File: src/core/cijop_pkg.sv
// cijop_pkg: opcodes, field widths and the branch delay of the compare/jump unit
// assumes the issuing pipeline presents already-decoded operands
package cijop_pkg;
  localparam int CIJOP_W = 32;
  localparam int CIJOP_IMM7_W = 7;
  localparam int CIJOP_OPC_W = 8;
  localparam logic [7:0] CIJOP_OPC_GTR = 8'h0F;
  localparam logic [7:0] CIJOP_OPC_GTRI = 8'h00;
  localparam logic [7:0] CIJOP_OPC_IMM = 8'hBF;
  localparam logic [7:0] CIJOP_OPC_JMPF = 8'hB5;
  localparam logic [7:0] CIJOP_OPC_JMPI = 8'hB3;
  localparam int CIJOP_BR_DELAY = 3;
  localparam logic [31:0] CIJOP_PC_RST = 32'h0000_0000;
  localparam logic [31:0] CIJOP_ONE = 32'h0000_0001;
  localparam logic [31:0] CIJOP_ZERO = 32'h0000_0000;
  typedef enum logic [1:0] {
    CIJOP_SVC_NONE = 2'b00,
    CIJOP_SVC_EXC = 2'b01,
    CIJOP_SVC_INT = 2'b10
  } cijop_svc_t;
endpackage

File: src/core/cijop_unit.sv
// cijop_unit: executes signed greater-than compares, the signed constant load and
// the interruptible jumps; holds the jump-target, program and sequence counters
// assumes one operation per cycle on issue_valid, operands synchronous to ref_clk
//
// Functional notes
// RQ1 - register compare writes 1 when first source exceeds second, signed, latency one
// RQ2 - guarded register compare writes destination only when guard bit zero is 1
// RQ3 - immediate compare writes 1 when source exceeds signed 7-bit immediate
// RQ4 - guarded immediate compare writes destination only when guard bit zero is 1
// RQ5 - constant load copies the whole 32-bit immediate into the destination
// RQ6 - constant load ignores any guard and always writes its destination
// RQ7 - jump-on-false, condition 0, nothing pending: load all three counters after delay
// RQ8 - jump-on-false, condition 0, pending event: load jump-target only, start service
// RQ9 - jump-on-false with condition bit 1 takes no jump
// RQ10 - jump-on-false with false guard leaves all counters unchanged
// RQ11 - immediate jump, nothing pending: load all three counters with the address
// RQ12 - immediate jump, pending event: jump-target only, exception before interrupt
// RQ13 - immediate jump with false guard leaves all counters unchanged
// RQ14 - compare results are full words: one in bit zero, or all zeros
`timescale 1ns/1ps
module cijop_unit
  import cijop_pkg::*;
#(
  parameter int DELAY = CIJOP_BR_DELAY
) (
  // clock and reset
  input wire logic ref_clk,
  input wire logic nrst,
  // issue
  input wire logic issue_valid,
  input wire logic [CIJOP_OPC_W-1:0] opcode,
  input wire logic guard_present,
  input wire logic [CIJOP_W-1:0] guard_value,
  input wire logic [CIJOP_W-1:0] first_source,
  input wire logic [CIJOP_W-1:0] second_source,
  input wire logic [CIJOP_W-1:0] modifier,
  input wire logic [5:0] dest_index_in,
  // pending events
  input wire logic exception_pending,
  input wire logic interrupt_pending,
  // result write-back
  output logic wb_valid,
  output logic [5:0] wb_index,
  output logic [CIJOP_W-1:0] wb_data,
  // control flow
  output logic [CIJOP_W-1:0] jump_target_counter,
  output logic [CIJOP_W-1:0] program_counter,
  output logic [CIJOP_W-1:0] sequence_counter,
  output logic service_start,
  output cijop_svc_t service_kind
);

  // ------------------------------------------------------------
  // decode
  // ------------------------------------------------------------
  wire guard_ok = !guard_present || guard_value[0];
  wire is_gtr = issue_valid && (opcode == CIJOP_OPC_GTR);
  wire is_gtri = issue_valid && (opcode == CIJOP_OPC_GTRI);
  wire is_imm = issue_valid && (opcode == CIJOP_OPC_IMM);
  wire is_jmpf = issue_valid && (opcode == CIJOP_OPC_JMPF);
  wire is_jmpi = issue_valid && (opcode == CIJOP_OPC_JMPI);

  // ------------------------------------------------------------
  // compares and constant load
  // ------------------------------------------------------------
  wire signed [CIJOP_W-1:0] imm_sext = {{(CIJOP_W-CIJOP_IMM7_W){modifier[CIJOP_IMM7_W-1]}},
                                        modifier[CIJOP_IMM7_W-1:0]};
  wire gtr_hit = $signed(first_source) > $signed(second_source);  // [RQ1]
  wire gtri_hit = $signed(first_source) > imm_sext;  // [RQ3]
  wire cmp_hit = is_gtr ? gtr_hit : gtri_hit;
  wire [CIJOP_W-1:0] cmp_word = cmp_hit ? CIJOP_ONE : CIJOP_ZERO;  // [RQ14]
  wire cmp_write = (is_gtr || is_gtri) && guard_ok;  // [RQ2] [RQ4]
  wire imm_write = is_imm;  // [RQ6]
  wire [CIJOP_W-1:0] wb_d = is_imm ? modifier : cmp_word;  // [RQ5]
  wire wb_fire = cmp_write || imm_write;

  // ------------------------------------------------------------
  // write-back registers
  // ------------------------------------------------------------
  // index and data hold their last value, so a refused compare leaves the port quiet
  logic wb_valid_q;
  logic [5:0] wb_index_q;
  logic [CIJOP_W-1:0] wb_data_q;

  wire wb_valid_d = wb_fire;
  wire [5:0] wb_index_d = wb_fire ? dest_index_in : wb_index_q;
  wire [CIJOP_W-1:0] wb_data_d = wb_fire ? wb_d : wb_data_q;

  always_ff @(posedge ref_clk or negedge nrst) begin
    if (!nrst) begin
      wb_valid_q <= 1'b0;
    end else begin
      wb_valid_q <= wb_valid_d;
    end
  end

  always_ff @(posedge ref_clk or negedge nrst) begin
    if (!nrst) begin
      wb_index_q <= 6'h00;
    end else begin
      wb_index_q <= wb_index_d;
    end
  end

  always_ff @(posedge ref_clk or negedge nrst) begin
    if (!nrst) begin
      wb_data_q <= CIJOP_ZERO;
    end else begin
      wb_data_q <= wb_data_d;
    end
  end

  // the register file sees the result one cycle after issue: latency one
  assign wb_valid = wb_valid_q;
  assign wb_index = wb_index_q;
  assign wb_data = wb_data_q;

  // ------------------------------------------------------------
  // jumps: target is caught at issue, pending state when the jump completes; counters load DELAY+1 cycles after issue
  // ------------------------------------------------------------
  // a jump issued while another is in flight is taken too; the scheduler avoids that
  wire jmpf_take = is_jmpf && guard_ok && !first_source[0];  // [RQ9] [RQ10]
  wire jmpi_take = is_jmpi && guard_ok;  // [RQ13]
  wire jump_take = jmpf_take || jmpi_take;
  wire [CIJOP_W-1:0] jump_addr = is_jmpi ? modifier : second_source;

  logic [DELAY-1:0] dly_v_q;
  logic [CIJOP_W-1:0] dly_a_q [DELAY];

  always_ff @(posedge ref_clk or negedge nrst) begin
    if (!nrst) begin
      dly_v_q <= '0;
    end else begin
      dly_v_q <= {dly_v_q[DELAY-2:0], jump_take};
    end
  end

  genvar gi;
  generate
    for (gi = 0; gi < DELAY; gi++) begin : g_dly
      always_ff @(posedge ref_clk or negedge nrst) begin
        if (!nrst) begin
          dly_a_q[gi] <= CIJOP_ZERO;
        end else if (gi == 0) begin
          dly_a_q[gi] <= jump_addr;
        end else begin
          dly_a_q[gi] <= dly_a_q[(gi == 0) ? 0 : gi-1];
        end
      end
    end
  endgenerate

  // pending events are sampled when the jump completes
  wire fire = dly_v_q[DELAY-1];
  wire [CIJOP_W-1:0] fire_addr = dly_a_q[DELAY-1];
  wire any_pending = exception_pending || interrupt_pending;
  wire cijop_svc_t svc_sel = exception_pending ? CIJOP_SVC_EXC :
                             (interrupt_pending ? CIJOP_SVC_INT : CIJOP_SVC_NONE);  // [RQ12]

  // the jump target is always recorded, so a service routine knows where to resume
  wire jtc_load = fire;  // [RQ8] [RQ12]
  // program and sequence counters only move when nothing asks for service
  wire pc_load = fire && !any_pending;  // [RQ7] [RQ11]

  // ------------------------------------------------------------
  // control-flow counters and service request
  // ------------------------------------------------------------
  logic [CIJOP_W-1:0] jtc_q;
  logic [CIJOP_W-1:0] pc_q;
  logic [CIJOP_W-1:0] sc_q;
  logic svc_start_q;
  cijop_svc_t svc_kind_q;

  wire [CIJOP_W-1:0] jtc_d = jtc_load ? fire_addr : jtc_q;
  wire [CIJOP_W-1:0] pc_d = pc_load ? fire_addr : pc_q;
  wire [CIJOP_W-1:0] sc_d = pc_load ? fire_addr : sc_q;
  wire svc_start_d = fire && any_pending;
  // kind is only meaningful with the start pulse; it returns to none otherwise
  wire cijop_svc_t svc_kind_d = fire ? svc_sel : CIJOP_SVC_NONE;

  always_ff @(posedge ref_clk or negedge nrst) begin
    if (!nrst) begin
      jtc_q <= CIJOP_PC_RST;
    end else begin
      jtc_q <= jtc_d;
    end
  end

  always_ff @(posedge ref_clk or negedge nrst) begin
    if (!nrst) begin
      pc_q <= CIJOP_PC_RST;
    end else begin
      pc_q <= pc_d;
    end
  end

  always_ff @(posedge ref_clk or negedge nrst) begin
    if (!nrst) begin
      sc_q <= CIJOP_PC_RST;
    end else begin
      sc_q <= sc_d;
    end
  end

  always_ff @(posedge ref_clk or negedge nrst) begin
    if (!nrst) begin
      svc_start_q <= 1'b0;
    end else begin
      svc_start_q <= svc_start_d;
    end
  end

  always_ff @(posedge ref_clk or negedge nrst) begin
    if (!nrst) begin
      svc_kind_q <= CIJOP_SVC_NONE;
    end else begin
      svc_kind_q <= svc_kind_d;
    end
  end

  // ------------------------------------------------------------
  // outputs
  // ------------------------------------------------------------
  // all control-flow outputs come straight from flip-flops, so the fetch side sees no glitches
  assign jump_target_counter = jtc_q;
  assign program_counter = pc_q;
  assign sequence_counter = sc_q;
  assign service_start = svc_start_q;
  assign service_kind = svc_kind_q;

endmodule

File: config.mk
export PLATFORM = sky130hd
export DESIGN_NAME = cijop_unit
export DESIGN_NICKNAME = d
export VERILOG_FILES = /design/src/core/cijop_pkg.sv /design/src/core/cijop_unit.sv
export SDC_FILE = /design/constraint.sdc
export NUM_CORES = 1
export LEC_CHECK = 0
export BUFFER_PORTS_ARGS = -buffer_cell sky130_fd_sc_hd__buf_2
export CAP_MARGIN = 20
export CORE_UTILIZATION = 46
export CTS_CLUSTER_DIAMETER = 120
export DETAILED_ROUTE_END_ITERATION = 7
export PLACE_DENSITY_LB_ADDON = 0.25
export SYNTH_ARGS = -nofsm -noshare
export SYNTH_HDL_FRONTEND = slang
export SYNTH_SLANG_ARGS = --single-unit
File: constraint.sdc
create_clock -name ref_clk -period 1.8 [get_ports ref_clk]
set_clock_uncertainty 0.05 [all_clocks]
set_input_delay 0.18 -clock ref_clk [delete_from_list [all_inputs] [get_ports ref_clk]]
set_output_delay 0.18 -clock ref_clk [all_outputs]
set_load 0.02 [all_outputs]
After elaboration in Yosys (flattened, before gate mapping)
Index checks and enable logic that the tools add are counted.
{"block": "word_totals", "inputBits": 148, "elab_cells": 44, "reg_bits": 205, "output_inout_bits": 138}
{"block": "classes", "muxes": 7, "reduce_logical": 20, "n_lt_le_gt_ge": 2, "eq_ne": 4}
{"op": "$mux W32", "n": 2}
{"op": "$gt A32 B32 Y1", "n": 1}
{"op": "$gt A32 B7 Y1", "n": 1}
{"op": "$eq A8 B8 Y1 const B", "n": 3}
{"op": "$logic_and A1 B1 Y1", "n": 11}
{"op": "$eq A8 B4 Y1 const B", "n": 1}
{"op": "$logic_not A8 Y1", "n": 1}
{"op": "$mux W2", "n": 3}
{"op": "$logic_or A1 B1 Y1", "n": 5}
{"op": "$logic_not A1 Y1", "n": 3}
{"op": "$mux W1", "n": 2}

Longest topological paths before layout
{"block": "depth", "depth_word": 5, "ltp_mapped": 9, "mapped_depth_nobuf": 9}

Least setup slack after synthesis
No wires, ideal clock.
{"block": "synth_timing", "path_kind": "in2reg", "from": "input modifier[6]", "to": "register wb_data_q[0], in the netlist wb_data[0]", "slack_ns": -0.557, "arrival_time_ns": 2.181, "path_buffers": 0, "setup_ns": 0.126, "required_ns": 1.624, "stages": 9, "path_cell_list": "inv_1 > ha_1 > a211oi_1 > o21ai_0 > a221oi_1 > o221ai_1 > a211o_1 > a32oi_1 > o21ai_1"}
{"block": "synth_via", "elab_chain_len": 4}
{"item": "start: declaration", "line_no": "cijop_unit.sv:36", "source": "input wire logic [CIJOP_W-1:0] modifier,"}
{"item": "$gt A32 B7 Y1", "line_no": "cijop_unit.sv:69", "source": "wire gtri_hit = $signed(first_source) > imm_sext;"}
{"item": "$mux W1", "line_no": "cijop_unit.sv:70", "source": "wire cmp_hit = is_gtr ? gtr_hit : gtri_hit;"}
{"item": "$mux W1", "line_no": "cijop_unit.sv:71", "source": "wire [CIJOP_W-1:0] cmp_word = cmp_hit ? CIJOP_ONE : CIJOP_ZERO;"}
{"item": "$mux W32", "line_no": "cijop_unit.sv:74", "source": "wire [CIJOP_W-1:0] wb_d = is_imm ? modifier : cmp_word;"}
{"item": "end signal: assignment", "line_no": "cijop_unit.sv:109", "source": "wb_data_q <= wb_data_d;"}
{"item": "end: declaration", "line_no": "cijop_unit.sv:83", "source": "logic [CIJOP_W-1:0] wb_data_q;"}
No other way between the ends.
A chain may end at the register's enable or synchronous reset.

Worst setup path in the final report
{"block": "layout_timing", "from": "input second_source[23]", "to": "register wb_data_q[0], in the netlist wb_data[0]"}
{"block": "layout_via", "elab_chain_len": 4}
{"item": "start: declaration", "line_no": "cijop_unit.sv:35", "source": "input wire logic [CIJOP_W-1:0] second_source,"}
{"item": "$gt A32 B32 Y1", "line_no": "cijop_unit.sv:68", "source": "wire gtr_hit = $signed(first_source) > $signed(second_source);"}
{"item": "$mux W1", "line_no": "cijop_unit.sv:70"}
{"item": "$mux W1", "line_no": "cijop_unit.sv:71"}
{"item": "$mux W32", "line_no": "cijop_unit.sv:74"}
No other way between the ends.

==> results.toml <==
[status]
status = "finished, violations left"
violations = "design-rule violations, negative hold slack"

[global_routing]
grt-ovfl-total = 0
antenna_found_initial = 1
grt_pass1_vias = 6536
grt_max_degree = 66
grt_pass1_wl_um = 33700
grt_use_total = 0.222

[critical_path]
start_kind = "input pin"
arrival_ps = 2090
setup.worst_path.end_class = "flip-flop"
required_ps = 2170
criticalPathCategory = "input pin to flip-flop"
r2r_cells = 3
cp_max_fo = 3

[synth]
postSynth.asyncResetShare = 1.00
synth_warnings = 0
synth_area_um2 = 8580
syn_area_per_cell_um2 = 13.4
seq_area_frac_synth = 0.598
syn_nets = 850
synth_edf_count = 0
yosys_most_used_dff = "dfrtp_1"
synth.distinct_cells = 42
synth_cells = 638
yosys_register_bits = 205

[clocking]
clockRootBuffer = "clkbuf_16"
clock-sinks = 205
clk_pin_slew_worst_paths_ps = 60
clk_latency_ps = 490
cts_buffer_depth = 3
tritoncts = "yes"
htreeDepth = 1
cts_buffers = 22

[routing]
firstDrtPassIters = 6
detail-route-antenna-nets = 0
avgRoutedWirePerCell_um = 16.7
drt-total-wl_um = 20900
drc = 32
drt_iter0_markers = 193
vias_per_cell = 5.03
num_vias = 6292

[finish]
final_nets = 1218
final_cell_mix = "buf_2, dfrtp_1, mux2_2"
fill_cells = 1347
fin_util = 0.664
register_area_um2 = 5130
drive_gt1_frac = 0.457
final_common_cell = "buf_2"
multiInputGateArea_um2 = 3090
syn2layout_area_growth_pct = 40.6

[power_and_ir_drop]
intPower_w = 0.00814
netSwitchingFraction = 0.235
max-vdd-ir-drop_v = 0.000684
leakagePower_nw = 6.49
p_per_area_nw_per_um2 = 882
comb_power_share = 0.121
seq_power_share = 0.462
clockPowerShare = 0.417
switching_power_w = 0.00249

[sta]
maxSlewViolCount = 0
rsz0062_at_grt = "true"
max_slew_margin = 0.677
fmax_ghz = 0.582
finalSetupViolCount = 0
fin_setup_tns_ps = 0
worst_pin_slew_ps = 485
hold_violations = 1
period_minus_slack_ps = 1720
hold_slack_ps = -9.12
timing.final.crit_share = 0.955

[die]
die_w_um = 139
floorplan.die_area_um2 = 19200
core_um2 = 18100
floorplan.initialDensity = 0.473
rows = 49
ios = 286
die_y_um = 139

[hold_path]
hp-class = "input pin to flip-flop"
min_delay_path_depth = 2

[placed_design]
port-buffer-count = 254
gp_congestion = 0.800
dp_hpwl_um = 14700

[flow_run]
maxCapViolCount = 0
-- cells in the mapped netlist (all sizes together) (3+ instances only) --
cell type  number  area, µm²
dfrtp         205       5130
mux2           90       1010
ha             64        801
inv            43        161
buf            41        284
nand2          34        128
a22o           31        272
a21oi          24        124
o21ai          18       90.1
nand4          15       93.8
clkbuf          9       33.8
nand3           7       35.0
a21o            5       37.5
nor2            5       18.8
nor2b           5       31.3
nor4            4       25.0
a211oi          3       22.5
nor3            3       15.0
nor3b           3       22.5
o211ai          3       22.5
-- layout make-up --
type                       instances  share of cell area
sequential                       205               0.426
multi-input combinational        340               0.256
timing repair buffer             394               0.220
clock buffer                      33              0.0550
tap                              229              0.0238
inverter                          43              0.0137
clock inverter                     7             0.00529
antenna                            1            0.000208
-- critical path, cell delays in order --
cell and delay [ps]:
buf_2 90, inv_1 40, ha_1 320, a21oi_2 160, o21ai_2 90, a221o_1 320, a211o_1 290, or3b_1 340
and3_1 150, o21ai_1 110
-- cells by family (layout without fill, tap and decap cells) --
group	count (synthesis)	count (layout)	synth area share
other	0	1	0
DFF	205	205	0.598
muxes	90	90	0.118
adders and majority gates	64	64	0.0934
and+or+nand+nor	86	86	0.0518
AOI/OAI and AO/OA	100	100	0.0827
buffers and inverters	93	477	0.0559
-- sequential cells by signal (all words and copies together) (netlist names) --
signal / cells
dly_a_q: 64
dly_v_q: 3
fire_addr: 32
jump_target_counter: 32
program_counter: 32
service_kind: 2
service_start: 1
wb_data: 32
wb_index: 6
wb_valid: 1
-- per-layer routing --
layer,up-vias,global-route usage,share of wire
li1,2982,-,-
met1,3055,0.298,0.44
met2,216,0.373,0.48
met3,39,0.0349,0.055
met4,0,0.0662,0.022
met5,-,0,0
-- through the flow --
stage	cells	hold slack, ps	setup slack [ps]	area (µm²)	total power [W]
after floorplan	638	-166	-419	8620	0.00551
after global placement	1136	110	-432	10500	0.00610
after detailed placement	1136	103	-505	10500	0.00613
after CTS	1252	15.9	17.4	12000	0.0107
after global routing	1252	2.68	-15.8	12100	0.0111
final	1252	-9.12	81.5	12100	0.0106
-- final timing paths --
check | slack, ps | startpoint | endpoint
setup / recovery | 80 | second_source[23] | wb_data[0]
hold / removal | -9 | modifier[4] | wb_data[4]
setup reg to reg | 250 | dly_v_q[2] | service_start
hold reg to reg | 290 | dly_a_q[63] | fire_addr[31]
max in group asynchronous | 930 | nrst | dly_a_q[47]
min in group asynchronous | 170 | nrst | jump_target_counter[10]
-- timing repair --
item,CTS,global route
hold buffers,76,0
gates resized for setup,0,16
setup buffers,0,0
hold endpoints to repair,236,0
endpoints found under the setup margin,0,1
-- power groups by stage --
stage / Combinational [W] / Sequential [W] / Clock [W]
detailed placement: 0.00114 / 0.00499 / 0
floorplan: 0.000417 / 0.00510 / 0
global placement: 0.00111 / 0.00498 / 0
CTS: 0.00127 / 0.00491 / 0.00453
global route: 0.00142 / 0.00493 / 0.00470
finish: 0.00128 / 0.00491 / 0.00444
No activity file was read; power rests on OpenSTA's default activity.
